<file path="config.mk">
export PLATFORM = sky130hd
export DESIGN_NAME = scmc_top
export DESIGN_NICKNAME = d
export VERILOG_FILES = /design/src/hdl/scmc_pkg.sv /design/src/hdl/scmc_fast_div.sv /design/src/hdl/scmc_top.sv
export SDC_FILE = /design/constraint.sdc
export NUM_CORES = 1
export LEC_CHECK = 0
export ABC_CLOCK_PERIOD_IN_PS = 3200
export BUFFER_PORTS_ARGS = -buffer_cell sky130_fd_sc_hd__buf_2
export CORE_MARGIN = 3
export CORE_UTILIZATION = 49
export DETAILED_ROUTE_END_ITERATION = 10
export PLACE_DENSITY_LB_ADDON = 0.12
export SKIP_CTS_REPAIR_TIMING = 1
export SLEW_MARGIN = 20
export SYNTH_ARGS = -nofsm -noshare
export SYNTH_HDL_FRONTEND = slang
export SYNTH_SLANG_ARGS = --single-unit
</file>
<file path="constraint.sdc">
create_clock -name MCLK -period 3.2 [get_ports MCLK]
set_input_delay 0.48 -clock MCLK [delete_from_list [all_inputs] [get_ports MCLK]]
set_output_delay 0.48 -clock MCLK [all_outputs]
set_load 0.05 [all_outputs]
</file>
<file path="src/hdl/scmc_pkg.sv">
// constants, types and decode helpers for the system clock mode control
package scmc_pkg;

    // --------------------------------------------------------------
    // oscillator and reference clock rates
    // --------------------------------------------------------------
    localparam int MCLK_HZ       = 10_000_000;
    localparam int FAST_OSC_HZ   = 8_000_000;  // fixed nominal rate
    localparam int SLOW_OSC_HZ   = 32_000;     // typical rate

    // --------------------------------------------------------------
    // select field and divider layout
    // --------------------------------------------------------------
    localparam int          SEL_W        = 3;
    localparam int          DIV_STAGES   = 6;  // divide by 2**6 = 64
    localparam logic [2:0]  SEL_SLOW     = 3'h7;
    localparam logic [2:0]  SEL_RESET    = 3'h0;
    localparam logic [2:0]  SW_CUR_TICKS = 3'h4;
    localparam logic [2:0]  CNT_ZERO     = 3'h0;
    localparam logic [2:0]  CNT_ONE      = 3'h1;

    // --------------------------------------------------------------
    // operating modes, gray coded along the usual path
    // --------------------------------------------------------------
    typedef enum logic [2:0]
    {
        MODE_FAST  = 3'h0,
        MODE_SLOW  = 3'h1,
        MODE_IDLE0 = 3'h3,
        MODE_IDLE1 = 3'h2,
        MODE_IDLE2 = 3'h6,
        MODE_SLEEP = 3'h7
    } scmc_mode_t;

    // clock switch sequencer
    typedef enum logic [1:0]
    {
        SW_STEADY = 2'h0,
        SW_WAIT   = 2'h1,
        SW_ALIGN  = 2'h3
    } scmc_sw_t;

    // select code 111 picks the sub clock
    function automatic logic scmc_is_slow(input logic [2:0] sel);
        return sel == SEL_SLOW;
    endfunction

    // modes in which the cpu executes
    function automatic logic scmc_is_run(input scmc_mode_t m);
        return (m == MODE_FAST) || (m == MODE_SLOW);
    endfunction

endpackage

</file>
<file path="src/hdl/scmc_fast_div.sv">
// ripple-free prescaler giving fast clock divided by 1 to 64 as ticks
`timescale 1ns/1ps
module scmc_fast_div
    import scmc_pkg::*;
#(
    parameter int STAGES = DIV_STAGES
)
(
    // clock and reset
    input  wire logic              MCLK,
    input  wire logic              RESETN,
    input  wire logic              CE,
    // fast oscillator tick in, divided ticks out
    input  wire logic              FAST_TICK,
    output logic [STAGES:0]        DIV_TICK
);

    // --------------------------------------------------------------
    // prescale counter
    // --------------------------------------------------------------
    logic [STAGES-1:0] cnt;
    logic [STAGES-1:0] next_cnt;

    // counts only on fast ticks, so taps stay phase locked
    always_comb
    begin
        next_cnt = cnt;
        if (FAST_TICK)
            next_cnt = cnt + 1'b1;
    end

    always_ff @(posedge MCLK or negedge RESETN)
    begin
        if (!RESETN)
            cnt <= '0;
        else if (CE)
            cnt <= next_cnt;
    end

    // --------------------------------------------------------------
    // taps: tap k fires once every 2**k fast ticks
    // --------------------------------------------------------------
    assign DIV_TICK[0] = FAST_TICK;
    genvar k;
    generate
        for (k = 1; k <= STAGES; k++)
        begin : g_tap
            assign DIV_TICK[k] = FAST_TICK & (&cnt[k-1:0]);
        end
    endgenerate

endmodule

</file>
<file path="src/hdl/scmc_top.sv">
// system clock source selection and halt-time power mode control
// The analog oscillators are outside; they hand in one-cycle ticks
// (synchronous to MCLK) and this block hands out gated clock ticks.
`timescale 1ns/1ps
module scmc_top
    import scmc_pkg::*;
(
    // clock, reset, freeze
    input  wire logic              MCLK,
    input  wire logic              RESETN,
    input  wire logic              CE,
    // control bits from software
    input  wire logic [SEL_W-1:0]  SYSCLK_SELECT,
    input  wire logic              HALT_FAST_OSC_KEEP,
    input  wire logic              HALT_SLOW_OSC_KEEP,
    input  wire logic              FAST_OSC_ENABLE,
    input  wire logic              WATCHDOG_TIMER_ENABLE,
    // cpu events
    input  wire logic              HALT_REQ,
    input  wire logic              WAKE_REQ,
    // oscillator ticks
    input  wire logic              FAST_OSC_TICK,
    input  wire logic              SLOW_OSC_TICK,
    // oscillator enables
    output logic                   FAST_OSC_RUN,
    output logic                   SLOW_OSC_RUN,
    // clock ticks out
    output logic                   SYS_TICK,
    output logic [DIV_STAGES:0]    FAST_DIV_TICK,
    output logic                   SUB_CLK_TICK,
    output logic                   SLOW_RC_OSC_TICK,
    // status
    output logic                   CPU_RUN,
    output scmc_mode_t             MODE,
    output logic [SEL_W-1:0]       ACTIVE_SELECT,
    output logic                   SWITCH_BUSY
);

    // --------------------------------------------------------------
    // declarations
    // --------------------------------------------------------------
    scmc_mode_t         mode;
    scmc_mode_t         next_mode;
    scmc_sw_t           sw;
    scmc_sw_t           next_sw;
    logic [SEL_W-1:0]   active_sel;
    logic [SEL_W-1:0]   next_active_sel;
    logic [SEL_W-1:0]   pending_sel;
    logic [SEL_W-1:0]   next_pending_sel;
    logic [2:0]         sw_cnt;
    logic [2:0]         next_sw_cnt;
    logic               fast_run;
    logic               slow_run;
    logic               sub_on;
    logic               src_on;
    logic               sub_src;
    logic               cur_tick;
    logic               tgt_tick;
    logic               sys_pulse;
    logic [DIV_STAGES:0] taps;

    // --------------------------------------------------------------
    // fast clock prescaler
    // --------------------------------------------------------------
    scmc_fast_div #(.STAGES(DIV_STAGES)) u_div
    (
        .MCLK      (MCLK),
        .RESETN    (RESETN),
        .CE        (CE),
        .FAST_TICK (FAST_OSC_TICK & FAST_OSC_RUN),
        .DIV_TICK  (taps)
    );

    // tick of the source picked by a select code
    function automatic logic src_tick(input logic [2:0] sel);
        if (scmc_is_slow(sel))
            return sub_src;
        return taps[sel];
    endfunction

    // --------------------------------------------------------------
    // clock gating by mode
    // --------------------------------------------------------------
    always_comb
    begin
        sub_src  = SLOW_OSC_TICK & SLOW_OSC_RUN;
        sub_on   = 1'b1;
        src_on   = 1'b1;
        fast_run = 1'b1;
        slow_run = 1'b1;
        unique case (mode)
            MODE_FAST:  ;
            // fast kept while a switch still needs it
            MODE_SLOW:  fast_run = FAST_OSC_ENABLE
                            | (sw != SW_STEADY
                               && !scmc_is_slow(pending_sel));
            MODE_IDLE0:
            begin
                fast_run = 1'b0;
                src_on   = scmc_is_slow(active_sel);
            end
            MODE_IDLE1: ;
            MODE_IDLE2:
            begin
                sub_on = 1'b0;
                src_on = !scmc_is_slow(active_sel);
            end
            MODE_SLEEP:
            begin
                fast_run = 1'b0;
                sub_on   = 1'b0;
                src_on   = 1'b0;
                slow_run = WATCHDOG_TIMER_ENABLE;
            end
            default:
            begin
                fast_run = 1'b0;
                sub_on   = 1'b0;
                src_on   = 1'b0;
            end
        endcase
        cur_tick  = src_tick(active_sel) & src_on;
        tgt_tick  = src_tick(pending_sel);
        // the aligning gap swallows current ticks up to the target's first tick
        sys_pulse = cur_tick & (sw != SW_ALIGN);
    end

    // --------------------------------------------------------------
    // mode and clock switch control, next state
    // --------------------------------------------------------------
    always_comb
    begin
        next_mode        = mode;
        next_sw          = sw;
        next_active_sel  = active_sel;
        next_pending_sel = pending_sel;
        next_sw_cnt      = sw_cnt;
        // switch sequencer: count current ticks, then align
        unique case (sw)
            SW_STEADY:
                if (SYSCLK_SELECT != active_sel)
                begin
                    next_pending_sel = SYSCLK_SELECT;
                    next_sw_cnt      = CNT_ZERO;
                    next_sw          = SW_WAIT;
                end
            SW_WAIT:
            begin
                next_pending_sel = SYSCLK_SELECT;
                if (SYSCLK_SELECT == active_sel)
                    next_sw = SW_STEADY;
                else if (cur_tick)
                begin
                    next_sw_cnt = sw_cnt + CNT_ONE;
                    // the first tick only marks an edge, so the
                    // fifth one closes four whole current periods
                    if (sw_cnt == SW_CUR_TICKS)
                        next_sw = SW_ALIGN;
                end
            end
            SW_ALIGN:
                // hand over on a target edge, never mid period
                if (tgt_tick)
                begin
                    next_active_sel = pending_sel;
                    next_sw         = SW_STEADY;
                end
            default:
                next_sw = SW_STEADY;
        endcase
        // operating mode
        if (scmc_is_run(mode))
        begin
            if (HALT_REQ)
                unique case ({HALT_FAST_OSC_KEEP, HALT_SLOW_OSC_KEEP})
                    2'b00: next_mode = MODE_SLEEP;
                    2'b01: next_mode = MODE_IDLE0;
                    2'b11: next_mode = MODE_IDLE1;
                    2'b10: next_mode = MODE_IDLE2;
                endcase
            else if (scmc_is_slow(next_active_sel))
                next_mode = MODE_SLOW;
            else
                next_mode = MODE_FAST;
        end
        else if (WAKE_REQ)
            next_mode = scmc_is_slow(active_sel) ? MODE_SLOW
                                                 : MODE_FAST;
    end

    always_ff @(posedge MCLK or negedge RESETN)
    begin
        if (!RESETN)
        begin
            mode        <= MODE_FAST;
            sw          <= SW_STEADY;
            active_sel  <= SEL_RESET;
            pending_sel <= SEL_RESET;
            sw_cnt      <= CNT_ZERO;
        end
        else if (CE)
        begin
            mode        <= next_mode;
            sw          <= next_sw;
            active_sel  <= next_active_sel;
            pending_sel <= next_pending_sel;
            sw_cnt      <= next_sw_cnt;
        end
    end

    // --------------------------------------------------------------
    // registered outputs
    // --------------------------------------------------------------
    always_ff @(posedge MCLK or negedge RESETN)
    begin
        if (!RESETN)
        begin
            FAST_OSC_RUN  <= 1'b1;
            SLOW_OSC_RUN  <= 1'b1;
            SYS_TICK      <= 1'b0;
            FAST_DIV_TICK <= '0;
            SUB_CLK_TICK  <= 1'b0;
            SLOW_RC_OSC_TICK <= 1'b0;
            CPU_RUN       <= 1'b1;
            MODE          <= MODE_FAST;
            ACTIVE_SELECT <= SEL_RESET;
            SWITCH_BUSY   <= 1'b0;
        end
        else if (CE)
        begin
            FAST_OSC_RUN  <= fast_run;
            SLOW_OSC_RUN  <= slow_run;
            SYS_TICK      <= sys_pulse;
            FAST_DIV_TICK <= taps;
            SUB_CLK_TICK  <= sub_src & sub_on;
            SLOW_RC_OSC_TICK <= sub_src;
            CPU_RUN       <= scmc_is_run(mode);
            MODE          <= mode;
            ACTIVE_SELECT <= active_sel;
            SWITCH_BUSY   <= (sw != SW_STEADY);
        end
    end

    // --------------------------------------------------------------
    // checks
    // --------------------------------------------------------------
    logic [3:0] seen;  // current ticks seen since a switch began
    always_ff @(posedge MCLK or negedge RESETN)
    begin
        if (!RESETN)
            seen <= '0;
        else if (CE)
            seen <= (sw == SW_STEADY) ? '0
                  : seen + {3'h0, cur_tick & (seen != 4'hF)};
    end
endmodule

</file>
==> results of run 1 <==
## critical path, stage by stage, from the launching register on
cell	delay (ns)
dfrtp_1	0.48
ha_1	0.29
nand3_2	0.14
inv_1	0.08
ha_1	0.20
nand2_1	0.07
o31ai_1	0.20
a21oi_1	0.10
o31ai_4	0.28
o21ai_0	0.16
mux2_2	0.28
## power groups by stage
stage | clock network, uW | logic (uW) | registers, uW
final | 334 | 774 | 869
after global routing | 369 | 851 | 900
after CTS | 344 | 782 | 865
after detailed placement | 0 | 779 | 873
after global placement | 0 | 765 | 860
after floorplan | 0 | 463 | 1010
## cells by family (layout without fill, tap and decap cells)
logic type               Yosys count  count (layout)
buffers and inverters             24              58
AO/OA/AOI/OAI                     39              39
XOR/XNOR                           6               6
AND/OR/NAND/NOR                   60              60
multiplexers                      19              19
flip-flops                        40              40
adder cells (fa/ha/maj)            6               6
## registers in the layout, indices dropped and copies added, names as in the netlist, 2 cells and up
register	count
sw	2
FAST_DIV_TICK	7
u_div.cnt	6
sw_cnt	3
active_sel	3
ACTIVE_SELECT	3
pending_sel	3
mode	3
MODE	3
## stage by stage
stage / total power (uW) / area, um^2 / cells / setup WS, ns / utilization
6_report: 1980 / 2300 / 276 / 0.809 / 0.600
4_1_cts: 1990 / 2300 / 276 / 0.819 / 0.600
2_1_floorplan: 1470 / 2030 / 194 / 1.06 / -
3_5_place_dp: 1650 / 2210 / 268 / 0.842 / 0.577
3_3_place_gp: 1620 / 2210 / 268 / 0.973 / 0.577
5_1_grt: 2120 / 2300 / 276 / 0.657 / 0.600
## area by class of cell
| class | instances | area, um^2 | area share |
|---|---|---|---|
| well taps | 48 | 60.1 | 0.0262 |
| repair buffers | 34 | 173 | 0.0752 |
| inverters | 16 | 60.1 | 0.0262 |
| flip-flops and latches | 40 | 1000 | 0.438 |
| multi-input cells | 130 | 908 | 0.396 |
| clock buffers | 8 | 90.1 | 0.0392 |
## worst paths after layout
kind	startpoint	slack (ns)	end	depth (start not counted)
min in group MCLK	HALT_SLOW_OSC_KEEP	0.37	mode[2]	2
min reg2reg	u_div.cnt[5]	0.50	u_div.cnt[5]	1
max in group asynchronous	RESETN	2.37	FAST_DIV_TICK[2]	1
max	u_div.cnt[0]	0.81	sw_cnt[0]	10
max reg2reg	u_div.cnt[0]	0.81	sw_cnt[0]	10
min	RESETN	0.29	FAST_DIV_TICK[1]	1
## cell usage in the layout, fill, tap and decap left out, types with 3 or more instances in the layout
| cell | count |
|---|---|
| dfrtp_1 | 37 |
| nor2_1 | 6 |
| ha_1 | 6 |
| dfstp_2 | 3 |
| mux2_2 | 17 |
| a21oi_1 | 6 |
| nand3_1 | 8 |
| and3_1 | 4 |
| inv_1 | 16 |
| xnor2_1 | 4 |
| buf_2 | 33 |
| o21ai_0 | 15 |
| clkbuf_8 | 6 |
| nand2_1 | 27 |
## routing by layer
metal,part of all wire,vias up,track usage
li1,-,745,-
met1,0.44,735,0.240
met2,0.50,37,0.296
met3,0.047,5,0.0331
met4,0.012,0,0.0745
met5,0,-,0
==> impl_metrics.tcl, run 1 <==
set metrics [dict create \
    outcome "completed" \
    ys_seq_elements 40 \
    finalSetupTns_ns 0 \
    netlist.area_leader.share 0.456 \
    synth_xor_area_frac 0.0259 \
    start_util 0.530 \
    relSlewSlack 0.434 \
    swShare 0.428 \
    drc 0 \
    coreArea_um2 3830 \
    min_path_type "in2async" \
    die_width_um 70.4 \
    place.gp.congestion 0.843 \
    clkPwrFrac 0.169 \
    die_height_um 70.4 \
    comb_power_share 0.392 \
    drive_gt1_frac 0.294 \
    path_clk_slew_ns 0.07 \
    grt_usage 0.183 \
    ys_warn_count 0 \
    cp.required_ns 3.37 \
    fin_skew_ns 0.00573 \
    synth_area_leaders "dfrtp_1, mux2_2, nand2_1" \
    crit_fanout 7 \
    vdd_drop_max_mv 0.664 \
    htreeDepth 2 \
    drtIter0Drc 66 \
    antenna_left 0 \
    post-route-period-util 0.747 \
    synth-simple-area-share 0.144 \
    ioPinCount 34 \
    clock_path_buffers 2 \
    diodes 0 \
    cts_sinks 40 \
    p_leak_uw 0.00111 \
    antenna_found_initial 0 \
    grt_max_degree 41 \
    synth_compound_area_frac 0.136 \
    timing.fmax_mhz 418 \
    cp-start-kind "flip-flop" \
    post_synth_num_cell_types 42 \
    worstMarginPinSlew_ns 0.848 \
    clk_latency_ns 0.29 \
    rsz0062_at_grt "no" \
    finalHoldViolations 0 \
    async_flop_share 1.00 \
    crit_arrival_ns 2.56 \
    worstSetupPathType "reg2reg" \
    grt_pass1_wl_um 7230 \
    hpwlAfterDp_um 3140 \
    synth-main-ff-cell "dfrtp_1" \
    maxCapViolCount 0 \
    synth_top_family_by_area "simple AND/OR/NAND/NOR gates" \
    numCtsBuffers 5 \
    area_growth_pct 13.1 \
    seq_area_frac_synth 0.495 \
    port_buffers 33 \
    holdWs_ns 0.294 \
    synth_edf_count 0 \
    drt_wl_total_um 4140 \
    synth_fa_ha_area_frac 0.0370 \
    vias 1522 \
    first_global_vias 1550 \
    via_per_inst 5.51 \
    end_kind "flip-flop" \
    avgSynthCellArea_um2 10.5 \
    syn_inst 194 \
    synth_top_cells_by_count "dfrtp_1, nand2_1, mux2_2" \
    min_period_ns 2.39 \
    p_switching_uw 845 \
    p_seq_frac 0.440 \
    maxSlewViolCount 0 \
    yosys-mux-area-fraction 0.104 \
    syn_nets 214 \
    power.density_nw_per_um2 861 \
    synthesis.area_um2 2030 \
    cts_tree "yes" \
    die-area_um2 4950 \
    wl_per_cell_um 15.0 \
    rows 22 \
    fillerInstances 358 \
    yosysTopAreaCell "dfrtp_1" \
    overflow 0 \
    setup_viol 0 \
    cts_root_buf "clkbuf_8" \
    intPower_uw 1130 \
    firstDrtPassIters 4 \
    post-synth-top-count-cell "dfrtp_1" \
    fin_nets 247 \
]
(Power assumes the default switching activity.)
==> run 2, diff against run 1 <==
--- a/config.mk
+++ b/config.mk
@@ -5,7 +5,8 @@
 export SDC_FILE = /design/constraint.sdc
 export NUM_CORES = 1
 export LEC_CHECK = 0
-export ABC_CLOCK_PERIOD_IN_PS = 3200
+export ABC_AREA = 1
+export ABC_CLOCK_PERIOD_IN_PS = 2320
 export BUFFER_PORTS_ARGS = -buffer_cell sky130_fd_sc_hd__buf_2
 export CORE_MARGIN = 3
 export CORE_UTILIZATION = 49
==> constraint.sdc (replaced) <==
create_clock -name MCLK -period 2.32 [get_ports MCLK]
set_input_delay 0.348 -clock MCLK [delete_from_list [all_inputs] [get_ports MCLK]]
set_output_delay 0.348 -clock MCLK [all_outputs]
set_load 0.05 [all_outputs]
==> run 2 against run 1 <==
- sequential share of layout area is 1.5 points lower
- clock-buffer cell count fell by 2
- via count increased by 17%
- worst setup slack got worse by 0.51 ns
- highest routed layer unchanged
- synthesized cell count rose by 32%
- largest power group is now combinational logic
- global-route usage grew 0.67 points
- design area rose by 3.5%
- clock skew down 0.0013 ns
- fmax up 18%
- first-iteration DRC count rose by 120%
==> impl_metrics.tcl, run 2 <==
set metrics [dict create \
    outcome "completed" \
    cts_sinks 40 \
    worstSetupPathType "reg2reg" \
    grt_use_met1 0.259 \
    synthesis.area_um2 2050 \
    yosysTopAreaCell "dfrtp_1" \
    rsz0062_at_grt "no" \
    fin_nets 315 \
    seq_area_frac_synth 0.491 \
    use_met2 0.286 \
    rows 22 \
    port_buffers 33 \
    final-seq-area_um2 1000 \
    synth_edf_count 0 \
    syn_nets 276 \
    path_clk_slew_ns 0.07 \
    final_cell_mix "nand2_1, dfrtp_1, buf_2" \
    overflow 0 \
    power.density_nw_per_um2 1150 \
    post-route-period-util 0.872 \
    diodes 0 \
    synth_area_leaders "dfrtp_1, nand2_1, o21ai_0" \
    end_kind "flip-flop" \
    grt-busiest-layer "met2" \
    top_regs "FAST_DIV_TICK x7, u_div.cnt x6" \
    drt_wl_total_um 4360 \
    coreArea_um2 3830 \
    grt_pass1_wl_um 7470 \
    clock_path_buffers 2 \
    grt_usage 0.190 \
    finalSetupTns_ns 0 \
    cp.required_ns 2.55 \
    worstMarginPinSlew_ns 0.867 \
    syn_inst 256 \
    post-synth-top-count-cell "nand2_1" \
    grt_max_degree 41 \
    netlist.area_leader.share 0.453 \
    async_flop_share 1.00 \
    drive_gt1_frac 0.203 \
    fin_skew_ns 0.00444 \
    cp-start-kind "flip-flop" \
    synth-main-ff-cell "dfrtp_1" \
    clk_latency_ns 0.29 \
    final_common_cell "nand2_1" \
    largest_reg_flops 7 \
    top_register "FAST_DIV_TICK" \
    post_synth_num_cell_types 29 \
    crit_fanout 5 \
    dp_slack_ns 0.250 \
    timing.fmax_mhz 494 \
    fillerInstances 345 \
    die_width_um 70.6 \
    antenna_found_initial 0 \
    place.gp.congestion 0.869 \
    min_period_ns 2.02 \
    via_per_inst 5.16 \
    min_path_type "in2async" \
    wl_per_cell_um 12.7 \
    htreeDepth 2 \
    use_met3 0.0540 \
    vias 1774 \
    relSlewSlack 0.422 \
    die-area_um2 4990 \
    multi_input_area_um2 926 \
    cts_tree "yes" \
    drc 0 \
    finalHoldViolations 0 \
    drtIter0Drc 146 \
    avgSynthCellArea_um2 7.99 \
    ioPinCount 34 \
    first_global_vias 1599 \
    cts_root_buf "clkbuf_8" \
    numCtsBuffers 5 \
    crit_arrival_ns 2.26 \
    die_height_um 70.6 \
    antenna_left 0 \
    ys_warn_count 0 \
    maxCapViolCount 0 \
    r2r_cells 18 \
    setup_viol 0 \
    hpwlAfterDp_um 3280 \
    p_leak_uw 0.00128 \
    start_util 0.535 \
    maxSlewViolCount 0 \
    ys_seq_elements 40 \
    setup_ws_ns 0.296 \
    area_growth_pct 16.1 \
    synth_top_cells_by_count "nand2_1, dfrtp_1, inv_1, o21ai_0, nor2_1" \
    firstDrtPassIters 5 \
    vdd_drop_max_mv 0.590 \
]
## run 2: changes by cell type after synthesis, sizes merged, moves of 3 or more
| cell | change |
|---|---|
| and3 | -4 |
| mux2 | -17 |
| nor2 | +14 |
| o21ai | +13 |
| a211oi | -3 |
| a21oi | -4 |
| nor3 | -3 |
| inv | +10 |
| nand3 | +9 |
| nand2 | +65 |
## run 2: stage by stage
stage,cells,hold WS (ns),power (uW),cell area [um^2],util
finish,344,0.166,2740,2380,0.621
global route,344,0.236,2960,2380,0.621
CTS,342,0.198,2740,2360,0.616
detailed placement,334,0.453,2260,2270,0.592
global placement,334,0.449,2240,2270,0.592
floorplan,256,0.0524,1960,2050,-
## run 2: final timing paths
| path | slack, ns | start | endpoint |
|---|---|---|---|
| worst max-delay path | 0.30 | u_div.cnt[0] | mode[0] |
| min in group MCLK | 0.24 | HALT_SLOW_OSC_KEEP | mode[2] |
| worst max register to register | 0.30 | u_div.cnt[0] | mode[0] |
| worst min-delay path | 0.17 | RESETN | u_div.cnt[2] |
| max in group asynchronous | 1.61 | RESETN | sw_cnt[2] |
| worst min register to register | 0.47 | MODE[2] | MODE[2] |
## run 2: report_power, final
group | switching (uW) | total [uW] | leakage (uW) | internal, uW
registers | 198 | 1110 | 0.000511 | 909
clock network | 237 | 474 | 0.0000510 | 237
logic | 806 | 1160 | 0.000717 | 353
## run 2: layout make-up
cell class,instances,area share
inverter,26,0.0411
clock inverter,2,0.00421
multi-input combinational,185,0.390
clock buffer,6,0.0348
tap,48,0.0253
sequential,40,0.423
timing repair buffer,37,0.0821
## run 2: kinds of logic (layout without fill, tap and decap cells)
| group | after synthesis | after routing | synth area share |
|---|---|---|---|
| DFF | 40 | 40 | 0.491 |
| buffers and inverters | 31 | 71 | 0.0575 |
| adders and majority gates | 6 | 6 | 0.0367 |
| and+or+nand+nor | 135 | 135 | 0.283 |
| xor gates and xnor gates | 7 | 7 | 0.0300 |
| AOI/OAI and AO/OA | 37 | 37 | 0.102 |
## run 2: critical path, stage by stage, from the launching register on
cell and delay, ns:
dfrtp_1 0.41, ha_2 0.23, nand2_1 0.06, nor2_1 0.13, ha_1 0.18, nand3_1 0.11, nor2_1 0.11, nor2_1 0.05
nand2_1 0.06, nand3_2 0.09, nand2_4 0.09, nand2_4 0.05, nand2_1 0.06, nand2_1 0.06, nor2_1 0.10, nand2_1 0.05
nand2_1 0.05, nand2_1 0.04, nand2_1 0.04
## run 2: per-layer routing
metal | routed length (um) | part of all wire
met5 | 0 | 0
met3 | 289 | 0.066
met2 | 1960 | 0.45
met4 | 107 | 0.025
met1 | 2000 | 0.46
==> run 3, diff against run 2 <==
--- a/config.mk
+++ b/config.mk
@@ -5,13 +5,13 @@
 export SDC_FILE = /design/constraint.sdc
 export NUM_CORES = 1
 export LEC_CHECK = 0
-export ABC_AREA = 1
 export ABC_CLOCK_PERIOD_IN_PS = 2320
 export BUFFER_PORTS_ARGS = -buffer_cell sky130_fd_sc_hd__buf_2
 export CORE_MARGIN = 3
 export CORE_UTILIZATION = 49
 export DETAILED_ROUTE_END_ITERATION = 10
-export PLACE_DENSITY_LB_ADDON = 0.12
+export PLACE_DENSITY = 0.71
+export RECOVER_POWER = 25
 export SKIP_CTS_REPAIR_TIMING = 1
 export SLEW_MARGIN = 20
 export SYNTH_ARGS = -nofsm -noshare
==> run 3 against run 2 <==
- combinational power about the same
- largest cell class unchanged
- clock power shrank 3%
- highest routed layer unchanged
- flip-flop and latch count stayed put
- sequential power rose by 6%
- routed wire length decreased by 10%
- clock-buffer cell count is 2 higher
- worst setup slack got worse by 0.21 ns
==> impl_metrics.tcl, run 3 (synthesized netlist as in run 1, its figures left out) <==
set metrics [dict create \
    critPathCapture "active_sel[2]" \
    min_path_type "in2async" \
    top_register "FAST_DIV_TICK" \
    crit_arrival_ns 2.40 \
    diodes 0 \
    outcome "completed" \
    ioPinCount 34 \
    comb_power_share 0.412 \
    firstDrtPassIters 4 \
    rsz0062_at_grt "yes" \
    overflow 0 \
    cts_root_buf "clkbuf_8" \
    r2r_cells 9 \
    numCtsBuffers 5 \
    power.total_uw 2780 \
    coreArea_um2 3830 \
    post-route-period-util 0.961 \
    fin_nets 250 \
    finalSetupTns_ns 0 \
    cp-start-kind "flip-flop" \
    r2r_end "active_sel[2]" \
    p_seq_frac 0.423 \
    final_cell_mix "dfrtp_1, buf_2, nand2_1" \
    clkPwrFrac 0.165 \
    die-area_um2 4950 \
    clk_latency_ns 0.29 \
    drt_wl_total_um 3920 \
    clock_path_buffers 2 \
    cts_tree "yes" \
    start_util 0.530 \
    die_width_um 70.4 \
    end_kind "flip-flop" \
    final_common_cell "dfrtp_1" \
    area_growth_pct 15.3 \
    drc 0 \
    utilization 0.612 \
    cp_slowest_stage_delay_ns 0.45 \
    p_switching_uw 1170 \
    swShare 0.421 \
    wl_per_cell_um 14.1 \
    intPower_uw 1610 \
    path_clk_slew_ns 0.07 \
    htreeDepth 2 \
    min_period_ns 2.23 \
    grt_max_degree 41 \
    cp.required_ns 2.49 \
    worst_path_dominant_cell_family "compound AO/OA/AOI/OAI gates" \
    relSlewSlack 0.426 \
    cts_sinks 40 \
    r2r-start "u_div.cnt[0]" \
    cp_slowest_cell "dfrtp_2" \
    crit_cells 9 \
    power.density_nw_per_um2 1190 \
    port_buffers 33 \
    vias 1523 \
    place.gp.congestion 0.813 \
    drive_gt1_frac 0.320 \
    grt_usage 0.168 \
    reg2reg_slack_ns 0.09 \
    top_regs "FAST_DIV_TICK x7, u_div.cnt x6" \
    die_height_um 70.4 \
    hpwlAfterDp_um 2950 \
    largest_reg_flops 7 \
    fin_skew_ns 0.00648 \
    antenna_found_initial 0 \
    antenna_left 0 \
    vdd_drop_max_mv 0.659 \
    crit_fanout 4 \
    worstSetupPathType "reg2reg" \
    setup_viol 0 \
    worstMarginPinSlew_ns 0.861 \
    rows 22 \
    p_leak_uw 0.00112 \
    maxSlewViolCount 0 \
    drtIter0Drc 63 \
    cp_cell_sequence "buf_4 > ha_1 > ha_2 > mux2i_1 > o21ai_1 > a31oi_1 > a211oi_2 > o2111ai_2 > mux2_2" \
    timing.fmax_mhz 449 \
    finalHoldViolations 0 \
    grt_pass1_wl_um 6650 \
    worst-path-buf-inv 1 \
    maxCapViolCount 0 \
    via_per_inst 5.46 \
    first_global_vias 1482 \
    cp-startpoint "u_div.cnt[0]" \
]
run 3: final cells by class:
type,count,area (um^2)
inverters,16,60.1
repair buffers,37,195
well taps,48,60.1
flip-flops and latches,40,1010
fillers,340,1490
clock buffers,8,90.1
multi-input cells,130,928
run 3: how the worst min path moves through the flow:
| stage | slack [ns] | to | startpoint |
|---|---|---|---|
| finish | 0.17 | u_div.cnt[1] | RESETN |
| global placement | 0.46 | u_div.cnt[5] | u_div.cnt[5] |
| floorplan | 0.05 | ACTIVE_SELECT[0] | RESETN |
| CTS | 0.19 | u_div.cnt[1] | RESETN |
| detailed placement | 0.47 | u_div.cnt[5] | u_div.cnt[5] |
| global route | 0.25 | u_div.cnt[1] | RESETN |
run 3: layer usage:
layer / routed length [um] / share of wire / track usage / up-vias
met5: 0 / 0 / 0 / -
met4: 42 / 0.011 / 0.0660 / 0
met3: 191 / 0.049 / 0.0403 / 4
met2: 1750 / 0.45 / 0.252 / 33
met1: 1940 / 0.49 / 0.234 / 736
li1: - / - / - / 750
run 3: power by group through the flow:
stage	registers [uW]	clock network (uW)	logic, uW
3_5_place_dp	1170	0	1120
3_3_place_gp	1160	0	1110
2_1_floorplan	1400	0	638
4_1_cts	1160	476	1120
6_report	1180	459	1140
5_1_grt	1210	504	1260
run 3: worst reg2reg max path, stage by stage (launching register included):
cell and delay [ns]:
dfrtp_2 0.45, buf_4 0.16, ha_1 0.19, ha_2 0.18
mux2i_1 0.13, o21ai_1 0.08, a31oi_1 0.20, a211oi_2 0.08
o2111ai_2 0.26, mux2_2 0.36
run 3: stage by stage:
step	hold WS (ns)	worst slack [ns]	cells	instance area, um^2
5_1_grt	0.245	-0.0133	279	2340
3_5_place_dp	0.466	0.0909	270	2220
6_report	0.175	0.0904	279	2340
3_3_place_gp	0.462	0.132	270	2220
2_1_floorplan	0.0524	0.175	194	2030
4_1_cts	0.191	0.0719	278	2310
